**config.mk**
```make
export PLATFORM = sky130hd
export DESIGN_NAME = ifsb_flag_bank
export DESIGN_NICKNAME = d
export VERILOG_FILES = /design/src/rtl/ifsb_flag_reg.v /design/src/rtl/ifsb_enable_reg.v /design/src/rtl/ifsb_flag_bank.v
export VERILOG_INCLUDE_DIRS = /design/src /design/src/include
export SDC_FILE = /design/constraint.sdc
export NUM_CORES = 1
export LEC_CHECK = 0
export ABC_AREA = 1
export BUFFER_PORTS_ARGS = -buffer_cell sky130_fd_sc_hd__buf_2
export CAP_MARGIN = 40
export CORE_MARGIN = 5
export CORE_UTILIZATION = 25
export DETAILED_ROUTE_END_ITERATION = 10
export HOLD_SLACK_MARGIN = 0.15
export PLACE_DENSITY = 0.54
export SKIP_LAST_GASP = 1
export SLEW_MARGIN = 20
export SYNTH_ARGS = -nofsm -noshare
export SYNTH_HDL_FRONTEND = slang
export SYNTH_SLANG_ARGS = --single-unit
```
**constraint.sdc**
```tcl
create_clock -name clk -period 1.5 [get_ports clk]
set_input_delay 0.075 -clock clk [delete_from_list [all_inputs] [get_ports clk]]
set_output_delay 0.075 -clock clk [all_outputs]
set_load 0.02 [all_outputs]
```
**src/include/ifsb_regs.vh**
```
`ifndef IFSB_REGS_VH
`define IFSB_REGS_VH

// byte offsets, low address byte only
`define IFSB_A_FLAG0 8'h00
`define IFSB_A_FLAG1 8'h04
`define IFSB_A_FLAG2 8'h08
`define IFSB_A_FLAG3 8'h0c
`define IFSB_A_EN0 8'h10
`define IFSB_A_EN1 8'h14
`define IFSB_A_EN2 8'h18
`define IFSB_A_EN3 8'h1c
`define IFSB_A_CLR0 8'h20
`define IFSB_A_CLR1 8'h24
`define IFSB_A_CLR2 8'h28
`define IFSB_A_CLR3 8'h2c

// implemented bits of each flag / enable register
`define IFSB_IMPL0 16'h3fef
`define IFSB_IMPL1 16'hfe1f
`define IFSB_IMPL2 16'h22e3
`define IFSB_IMPL3 16'h4006

`define IFSB_RST8 8'h00
`define IFSB_RST16 16'h0000
`define IFSB_RST32 32'h0000_0000
`define IFSB_HTRANS_NONSEQ 2'h2

// flag register 0
`define IFSB_B_CONV 13
`define IFSB_B_SER1_TX 12
`define IFSB_B_SER1_RX 11
`define IFSB_B_SSP1_EV 10
`define IFSB_B_SSP1_FLT 9
`define IFSB_B_TMR3 8
`define IFSB_B_TMR2 7
`define IFSB_B_CMP2 6
`define IFSB_B_CAP2 5
`define IFSB_B_TMR1 3
`define IFSB_B_CMP1 2
`define IFSB_B_CAP1 1
`define IFSB_B_EXT0 0
// flag register 1
`define IFSB_B_SER2_TX 15
`define IFSB_B_SER2_RX 14
`define IFSB_B_EXT2 13
`define IFSB_B_TMR5 12
`define IFSB_B_TMR4 11
`define IFSB_B_CMP4 10
`define IFSB_B_CMP3 9
`define IFSB_B_EXT1 4
`define IFSB_B_PINCHG 3
`define IFSB_B_COMPAR 2
`define IFSB_B_TW1_MST 1
`define IFSB_B_TW1_SLV 0
// flag register 2
`define IFSB_B_PARPORT 13
`define IFSB_B_CMP5 9
`define IFSB_B_CAP5 7
`define IFSB_B_CAP4 6
`define IFSB_B_CAP3 5
`define IFSB_B_SSP2_EV 1
`define IFSB_B_SSP2_FLT 0
// flag register 3
`define IFSB_B_CAL 14
`define IFSB_B_TW2_MST 2
`define IFSB_B_TW2_SLV 1

`endif

```
**src/rtl/ifsb_flag_reg.v**
```verilog
`timescale 1ns/1ps
`default_nettype none
`include "ifsb_regs.vh"

module ifsb_flag_reg #(
    parameter [15:0] IMPL = 16'hffff
) (
    input wire clk,
    input wire rst,
    input wire ce,
    input wire wr_en,
    input wire clr_en,
    input wire [15:0] wdata,
    input wire [15:0] set,
    output wire [15:0] q
);
    reg [15:0] flag_q;
    reg [15:0] flag_d;

    always @* begin
        flag_d = flag_q;
        if (wr_en) begin
            flag_d = wdata;
        end else if (clr_en) begin
            flag_d = flag_q & ~wdata;
        end
        // hardware set beats a same-cycle software clear
        flag_d = (flag_d | set) & IMPL;
    end

    always @(posedge clk) begin
        if (rst) begin
            flag_q <= `IFSB_RST16;
        end else if (ce) begin
            flag_q <= flag_d;
        end
    end

    assign q = flag_q;
endmodule // ifsb_flag_reg

`default_nettype wire

```
**src/rtl/ifsb_enable_reg.v**
```verilog
`timescale 1ns/1ps
`default_nettype none
`include "ifsb_regs.vh"

module ifsb_enable_reg #(
    parameter [15:0] IMPL = 16'hffff
) (
    input wire clk,
    input wire rst,
    input wire ce,
    input wire wr_en,
    input wire [15:0] wdata,
    output wire [15:0] q
);
    reg [15:0] en_q;

    always @(posedge clk) begin
        if (rst) begin
            en_q <= `IFSB_RST16;
        end else if (ce && wr_en) begin
            en_q <= wdata & IMPL;
        end
    end

    assign q = en_q;
endmodule // ifsb_enable_reg

`default_nettype wire

```
**src/rtl/ifsb_flag_bank.v**
```verilog
// Operation
// - an implemented flag reads one after its source requested or a write set it to one, else zero
// - register 0 bits 15-14 and 4, register 1 bits 8-5 read zero
// - implemented flags are software read/write and reset to zero
// - register 0 high byte: conversion, serial1 tx/rx, sync serial1 event/fault, timer 3
// - register 0 low byte: timer 2, compare 2, capture 2, timer 1, compare 1, capture 1, ext 0
// - register 1 high byte: serial2 tx/rx, ext 2, timers 5/4, compares 4/3
// - register 1 low bits: ext 1, pin change, comparator, two-wire1 master/slave
// - register 2: parallel port, compare 5, captures 5/4/3, sync serial2 event/fault
// - register 3: calendar at 14, two-wire2 master at 2, slave at 1
// - register 2 and 3 unimplemented bits read zero
// - bit positions follow vector order, external 0 at register 0 bit 0
// - each flag has an enable bit gating its interrupt, flag records regardless
`timescale 1ns/1ps
`default_nettype none
`include "ifsb_regs.vh"

module ifsb_flag_bank (
    input wire clk,
    input wire rst,
    input wire ce,
    input wire hsel,
    input wire [31:0] haddr,
    input wire [1:0] htrans,
    input wire hwrite,
    input wire [2:0] hsize,
    input wire [31:0] hwdata,
    input wire hready,
    output wire hreadyout,
    output wire hresp,
    output wire [31:0] hrdata,
    output wire irq,
    input wire conversion_done_flag_set,
    input wire serial1_transmit_flag_set,
    input wire serial1_receive_flag_set,
    input wire sync_serial1_event_flag_set,
    input wire sync_serial1_fault_flag_set,
    input wire timer_three_flag_set,
    input wire timer_two_flag_set,
    input wire compare_two_flag_set,
    input wire capture_two_flag_set,
    input wire timer_one_flag_set,
    input wire compare_one_flag_set,
    input wire capture_one_flag_set,
    input wire ext_irq_zero_flag_set,
    input wire serial2_transmit_flag_set,
    input wire serial2_receive_flag_set,
    input wire ext_irq_two_flag_set,
    input wire timer_five_flag_set,
    input wire timer_four_flag_set,
    input wire compare_four_flag_set,
    input wire compare_three_flag_set,
    input wire ext_irq_one_flag_set,
    input wire pin_change_flag_set,
    input wire comparator_flag_set,
    input wire twowire1_master_flag_set,
    input wire twowire1_slave_flag_set,
    input wire parallel_port_flag_set,
    input wire compare_five_flag_set,
    input wire capture_five_flag_set,
    input wire capture_four_flag_set,
    input wire capture_three_flag_set,
    input wire sync_serial2_event_flag_set,
    input wire sync_serial2_fault_flag_set,
    input wire calendar_flag_set,
    input wire twowire2_master_flag_set,
    input wire twowire2_slave_flag_set
);
    reg [15:0] set0;
    reg [15:0] set1;
    reg [15:0] set2;
    reg [15:0] set3;
    wire [15:0] flag0;
    wire [15:0] flag1;
    wire [15:0] flag2;
    wire [15:0] flag3;
    wire [15:0] en0;
    wire [15:0] en1;
    wire [15:0] en2;
    wire [15:0] en3;
    reg [3:0] wr_flag;
    reg [3:0] clr_flag;
    reg [3:0] wr_en;
    reg [31:0] rd_val;
    reg [7:0] addr_q;
    reg wr_pend_q;
    reg rd_pend_q;
    reg hready_q;
    reg hresp_q;
    reg [31:0] hrdata_q;
    reg irq_q;
    wire acc;

    // source events placed in vector order
    always @* begin
        set0 = `IFSB_RST16;
        set1 = `IFSB_RST16;
        set2 = `IFSB_RST16;
        set3 = `IFSB_RST16;
        set0[`IFSB_B_CONV] = conversion_done_flag_set;
        set0[`IFSB_B_SER1_TX] = serial1_transmit_flag_set;
        set0[`IFSB_B_SER1_RX] = serial1_receive_flag_set;
        set0[`IFSB_B_SSP1_EV] = sync_serial1_event_flag_set;
        set0[`IFSB_B_SSP1_FLT] = sync_serial1_fault_flag_set;
        set0[`IFSB_B_TMR3] = timer_three_flag_set;
        set0[`IFSB_B_TMR2] = timer_two_flag_set;
        set0[`IFSB_B_CMP2] = compare_two_flag_set;
        set0[`IFSB_B_CAP2] = capture_two_flag_set;
        set0[`IFSB_B_TMR1] = timer_one_flag_set;
        set0[`IFSB_B_CMP1] = compare_one_flag_set;
        set0[`IFSB_B_CAP1] = capture_one_flag_set;
        set0[`IFSB_B_EXT0] = ext_irq_zero_flag_set;
        set1[`IFSB_B_SER2_TX] = serial2_transmit_flag_set;
        set1[`IFSB_B_SER2_RX] = serial2_receive_flag_set;
        set1[`IFSB_B_EXT2] = ext_irq_two_flag_set;
        set1[`IFSB_B_TMR5] = timer_five_flag_set;
        set1[`IFSB_B_TMR4] = timer_four_flag_set;
        set1[`IFSB_B_CMP4] = compare_four_flag_set;
        set1[`IFSB_B_CMP3] = compare_three_flag_set;
        set1[`IFSB_B_EXT1] = ext_irq_one_flag_set;
        set1[`IFSB_B_PINCHG] = pin_change_flag_set;
        set1[`IFSB_B_COMPAR] = comparator_flag_set;
        set1[`IFSB_B_TW1_MST] = twowire1_master_flag_set;
        set1[`IFSB_B_TW1_SLV] = twowire1_slave_flag_set;
        set2[`IFSB_B_PARPORT] = parallel_port_flag_set;
        set2[`IFSB_B_CMP5] = compare_five_flag_set;
        set2[`IFSB_B_CAP5] = capture_five_flag_set;
        set2[`IFSB_B_CAP4] = capture_four_flag_set;
        set2[`IFSB_B_CAP3] = capture_three_flag_set;
        set2[`IFSB_B_SSP2_EV] = sync_serial2_event_flag_set;
        set2[`IFSB_B_SSP2_FLT] = sync_serial2_fault_flag_set;
        set3[`IFSB_B_CAL] = calendar_flag_set;
        set3[`IFSB_B_TW2_MST] = twowire2_master_flag_set;
        set3[`IFSB_B_TW2_SLV] = twowire2_slave_flag_set;
    end

    assign acc = hsel && htrans[1] && hready;

    // write decode in the data phase
    always @* begin
        wr_flag = 4'h0;
        clr_flag = 4'h0;
        wr_en = 4'h0;
        if (wr_pend_q) begin
            if (addr_q == `IFSB_A_FLAG0) begin
                wr_flag[0] = 1'b1;
            end else if (addr_q == `IFSB_A_FLAG1) begin
                wr_flag[1] = 1'b1;
            end else if (addr_q == `IFSB_A_FLAG2) begin
                wr_flag[2] = 1'b1;
            end else if (addr_q == `IFSB_A_FLAG3) begin
                wr_flag[3] = 1'b1;
            end else if (addr_q == `IFSB_A_EN0) begin
                wr_en[0] = 1'b1;
            end else if (addr_q == `IFSB_A_EN1) begin
                wr_en[1] = 1'b1;
            end else if (addr_q == `IFSB_A_EN2) begin
                wr_en[2] = 1'b1;
            end else if (addr_q == `IFSB_A_EN3) begin
                wr_en[3] = 1'b1;
            end else if (addr_q == `IFSB_A_CLR0) begin
                clr_flag[0] = 1'b1;
            end else if (addr_q == `IFSB_A_CLR1) begin
                clr_flag[1] = 1'b1;
            end else if (addr_q == `IFSB_A_CLR2) begin
                clr_flag[2] = 1'b1;
            end else if (addr_q == `IFSB_A_CLR3) begin
                clr_flag[3] = 1'b1;
            end
        end
    end

    // read mux; clear aliases read the flags, unmapped reads zero
    always @* begin
        rd_val = `IFSB_RST32;
        if (addr_q == `IFSB_A_FLAG0 || addr_q == `IFSB_A_CLR0) begin
            rd_val = {16'h0000, flag0};
        end else if (addr_q == `IFSB_A_FLAG1 || addr_q == `IFSB_A_CLR1) begin
            rd_val = {16'h0000, flag1};
        end else if (addr_q == `IFSB_A_FLAG2 || addr_q == `IFSB_A_CLR2) begin
            rd_val = {16'h0000, flag2};
        end else if (addr_q == `IFSB_A_FLAG3 || addr_q == `IFSB_A_CLR3) begin
            rd_val = {16'h0000, flag3};
        end else if (addr_q == `IFSB_A_EN0) begin
            rd_val = {16'h0000, en0};
        end else if (addr_q == `IFSB_A_EN1) begin
            rd_val = {16'h0000, en1};
        end else if (addr_q == `IFSB_A_EN2) begin
            rd_val = {16'h0000, en2};
        end else if (addr_q == `IFSB_A_EN3) begin
            rd_val = {16'h0000, en3};
        end
    end

    ifsb_flag_reg #(.IMPL(`IFSB_IMPL0)) u_flag0 (
        .clk(clk), .rst(rst), .ce(ce), .wr_en(wr_flag[0]), .clr_en(clr_flag[0]),
        .wdata(hwdata[15:0]), .set(set0), .q(flag0)
    );
    ifsb_flag_reg #(.IMPL(`IFSB_IMPL1)) u_flag1 (
        .clk(clk), .rst(rst), .ce(ce), .wr_en(wr_flag[1]), .clr_en(clr_flag[1]),
        .wdata(hwdata[15:0]), .set(set1), .q(flag1)
    );
    ifsb_flag_reg #(.IMPL(`IFSB_IMPL2)) u_flag2 (
        .clk(clk), .rst(rst), .ce(ce), .wr_en(wr_flag[2]), .clr_en(clr_flag[2]),
        .wdata(hwdata[15:0]), .set(set2), .q(flag2)
    );
    ifsb_flag_reg #(.IMPL(`IFSB_IMPL3)) u_flag3 (
        .clk(clk), .rst(rst), .ce(ce), .wr_en(wr_flag[3]), .clr_en(clr_flag[3]),
        .wdata(hwdata[15:0]), .set(set3), .q(flag3)
    );

    ifsb_enable_reg #(.IMPL(`IFSB_IMPL0)) u_en0 (
        .clk(clk), .rst(rst), .ce(ce), .wr_en(wr_en[0]), .wdata(hwdata[15:0]), .q(en0)
    );
    ifsb_enable_reg #(.IMPL(`IFSB_IMPL1)) u_en1 (
        .clk(clk), .rst(rst), .ce(ce), .wr_en(wr_en[1]), .wdata(hwdata[15:0]), .q(en1)
    );
    ifsb_enable_reg #(.IMPL(`IFSB_IMPL2)) u_en2 (
        .clk(clk), .rst(rst), .ce(ce), .wr_en(wr_en[2]), .wdata(hwdata[15:0]), .q(en2)
    );
    ifsb_enable_reg #(.IMPL(`IFSB_IMPL3)) u_en3 (
        .clk(clk), .rst(rst), .ce(ce), .wr_en(wr_en[3]), .wdata(hwdata[15:0]), .q(en3)
    );

    // reads take one wait state so a write just before is visible
    always @(posedge clk) begin
        if (rst) begin
            addr_q <= `IFSB_RST8;
            wr_pend_q <= 1'b0;
            rd_pend_q <= 1'b0;
            hready_q <= 1'b1;
            hresp_q <= 1'b0;
            hrdata_q <= `IFSB_RST32;
            irq_q <= 1'b0;
        end else if (ce) begin
            wr_pend_q <= acc && hwrite;
            rd_pend_q <= acc && !hwrite;
            if (acc) begin
                addr_q <= haddr[7:0];
            end
            if (acc && !hwrite) begin
                hready_q <= 1'b0;
            end else if (rd_pend_q) begin
                hrdata_q <= rd_val;
                hready_q <= 1'b1;
            end
            hresp_q <= 1'b0;
            irq_q <= |((flag0 & en0) | (flag1 & en1) | (flag2 & en2) | (flag3 & en3));
        end
    end

    assign hreadyout = hready_q;
    assign hresp = hresp_q;
    assign hrdata = hrdata_q;
    assign irq = irq_q;
endmodule // ifsb_flag_bank

`default_nettype wire

```
==> results.tsv <==
stage	metric	value	unit
timing	tightest_slew	646.0	ps
cells_and_area	area_growth_syn_to_layout	48.41	%
clocking	root_buffer	clkbuf_16	
synth	synth_most_common_cell	nand2_1	
detailed_routing	wl_met3	896	um
synth	synth_edf_count	0	
critical_path	critPathMaxFanout	8	
placed_design	place_inst	1086	
floorplanning	start_util	0.2552	
placed_design	io_buffers	83	
timing	hold_viol	0	
job	cap_viol_max_count	0	
pwr	p_total	0.006098	W
pwr	power_leakage	3.145	nW
floorplanning	rows	52	
cells_and_area	nets	1014	
global_route	grt_pass1_vias	5224	
critical_path	reg2reg_to	u_en1.q[1]	
detailed_routing	wl_met1	9007	um
timing	setup_slack	-70.05	ps
detailed_routing	num_vias	5577	
cells_and_area	register_area	1977	um2
critical_path	reg2reg_depth	10	
clocking	clkSlewWorstSetupHoldPaths	70	ps
timing	fmax	636.9	MHz
critical_path	critPathLaunchType	flop	
synth	synthArstFlopShare	0	
hold_path	min-delay-start	hwdata[2]	
clocking	clock-sinks	98	
timing	rsz0062_at_grt	yes	
synth	yosysSeqAreaShare	0.3775	
placed_design	dp_hpwl	13830	um
placed_design	post-place-ws	-184.3	ps
detailed_routing	wire_per_inst	16.56	um
critical_path	rr_startpoint	addr_q[3]	
detailed_routing	wl	19490	um
global_route	globalRoute.totalOverflow	0	
global_route	grt_pass1_wl	29690	um
floorplanning	die_w	154.2	um
clocking	cts.htree.levels	3	
floorplanning	die-area	23770	um2
synth	synth.top_cell.area_share	0.3775	
cells_and_area	antennaDiodeCount	0	
run_status	outcome	finished, violations left	
global_route	antenna_found_initial	0	
cells_and_area	layout-drive-gt1-share	0.3352	
detailed_routing	ant_nets	0	
synth	synth_area_leaders	dfxtp_1 38%, nand2_1 9.8%, a21oi_1 7.4%, nor2_1 6.6%, a211oi_2 6.0%	
critical_path	crit_type	flop to flop	
detailed_routing	remaining_drc_errors	0	
detailed_routing	wl_met2	9274	um
cells_and_area	finalNonFillerCells	1177	
floorplanning	die_h	154.2	um
pwr	irDropWorstVdd	0.4779	mV
critical_path	rrSetupSlack	-70	ps
clocking	numCtsBuffers	9	
critical_path	end_kind	flop	
timing	finClkSkew	11.44	ps
timing	final.setup.tns	-1482	ps
floorplanning	core_region_area	20360	um2
synth	synthTopCellsByCount	136 x nand2_1, 98 x dfxtp_1, 92 x nor2_1	
synth	synth.distinct_cells	38	
synth	synthFlopType	dfxtp_1	
detailed_routing	drt-initial-drc-count	374	
hold_path	hold-path-cell-count	4	
critical_path	critPathRequiredTime	1780	ps
timing	fin_crit	1570	ps
timing	final.period_utilization	1.047	
timing	finalMaxSlewViolations	0	
run_status	violations	setup timing	
synth	yosys_register_bits	98	
hold_path	min_delay_worst_endpoint	u_flag0.q[2]	
synth	yosysWarnings	0	
placed_design	placed_cell_area	6310	um2
detailed_routing	first_pass_iters	5	
hold_path	hold_path_class	input pin to flop	
timing	setup_viol_count_final	47	
critical_path	crit_arrival	1850	ps
detailed_routing	via_per_inst	4.738	
global_route	grt_util_all_layers	0.1583	
timing	slew_headroom	0.5694	
placed_design	place_congestion	0.8912	
synth	postSynthAreaPerCell	7.393	um2
synth	synth_area	5197	um2
clocking	insertion_delay	360	ps
floorplanning	ios	145	
cells_and_area	multiInputGateArea	3052	um2
detailed_routing	highest_layer	met4	
synth	yosys.area.top_type	dfxtp_1	
cells_and_area	fill_cells	2146	
clocking	clk_path_buf_depth	2	
pwr	power_density	790.6	nW/um2
global_route	grt_max_degree	41	
synth	synth_cells	703	
cells_and_area	postLayoutCellArea	7714	um2
clocking	tritoncts	built	
==> worst max-delay path by stage <==
| stage | start | endpoint | cells after the start |
|---|---|---|---|
| 2_1_floorplan | addr_q[5] | u_en1.q[15] | 9 |
| 3_3_place_gp | addr_q[0] | u_flag0.q[1] | 8 |
| 3_5_place_dp | addr_q[0] | u_flag0.q[2] | 8 |
| 4_1_cts | addr_q[7] | u_flag0.q[2] | 10 |
| 5_1_grt | addr_q[3] | u_en1.q[0] | 10 |
| 6_report | addr_q[3] | u_en1.q[1] | 10 |
==> state kept, by name, indices dropped and copies added (netlist names) <==
register	flops
addr_q	8
hrdata	16
hreadyout	1
irq	1
rd_pend_q	1
u_en0.q	13
u_en1.q	12
u_en2.q	7
u_en3.q	3
u_flag0.q	13
u_flag1.q	12
u_flag2.q	7
u_flag3.q	3
wr_pend_q	1
==> routing by layer <==
metal	up-vias	track usage
li1	2785	-
met1	2616	0.2162
met2	158	0.2577
met3	18	0.03073
met4	0	0.03953
met5	-	0
==> power breakdown <==
group	internal, W	leakage, nW	switching, W
Sequential	0.00270	0.805	0.0000984
Clock	0.00121	0.134	0.00105
Combinational	0.000465	2.21	0.000583
Total	0.00437	3.15	0.00173
==> placed cells by master (no fill, tap or decap), drive strengths merged <==
master / count
a211oi: 31
a21oi: 77
a221oi: 6
a22o: 2
a31oi: 22
a41oi: 3
buf: 165
clkbuf: 12
clkinv: 4
clkinvlp: 1
conb: 17
dfxtp: 98
dlygate4sd3: 61
inv: 49
nand2: 141
nand3: 16
nand4: 8
nor2: 103
nor3: 7
o2111ai: 1
o211ai: 22
o21a: 3
o21ai: 57
o22ai: 1
==> worst max-delay path, cell delays in order, from the launching register on <==
cell,delay [ps]
dfxtp_4,360
inv_4,80
nand2_4,50
nor2_4,160
clkinv_4,120
nor2_8,160
inv_4,60
nor2_8,160
buf_12,150
nor2_1,40
a211oi_1,150
==> kinds of logic after synthesis <==
logic type | share of synthesized area
simple gates | 0.2417
compound gates | 0.2819
buf+inv | 0.09821
flops | 0.3775
other cells | 0.0007215
==> metrics by stage <==
step | hold WS, ps | util
floorplan | 209.9 | -
global placement | 322.2 | 0.3098
detailed placement | 342.3 | 0.3098
CTS | 177.4 | 0.3664
global route | 181.8 | 0.3788
finish | 178.0 | 0.3788
==> area by class of cell <==
cell class,count,area share
inverters,51,0.02839
clock inverters,3,0.003244
repair buffers,227,0.2399
multi-input cells,517,0.3956
flip-flops and latches,98,0.2563
clock buffers,11,0.03277
well taps,270,0.04380
==> what timing repair did <==
item / in CTS / in global routing
setup endpoints to repair: 81 / 87
pin swaps: 22 / 37
hold buffers: 61 / 0
buffers inserted: 8 / 6
cloned: 2 / 1
endpoints found under the hold margin: 65 / 0
resized for setup: 53 / 69
No activity file was read; power rests on OpenSTA's default activity.
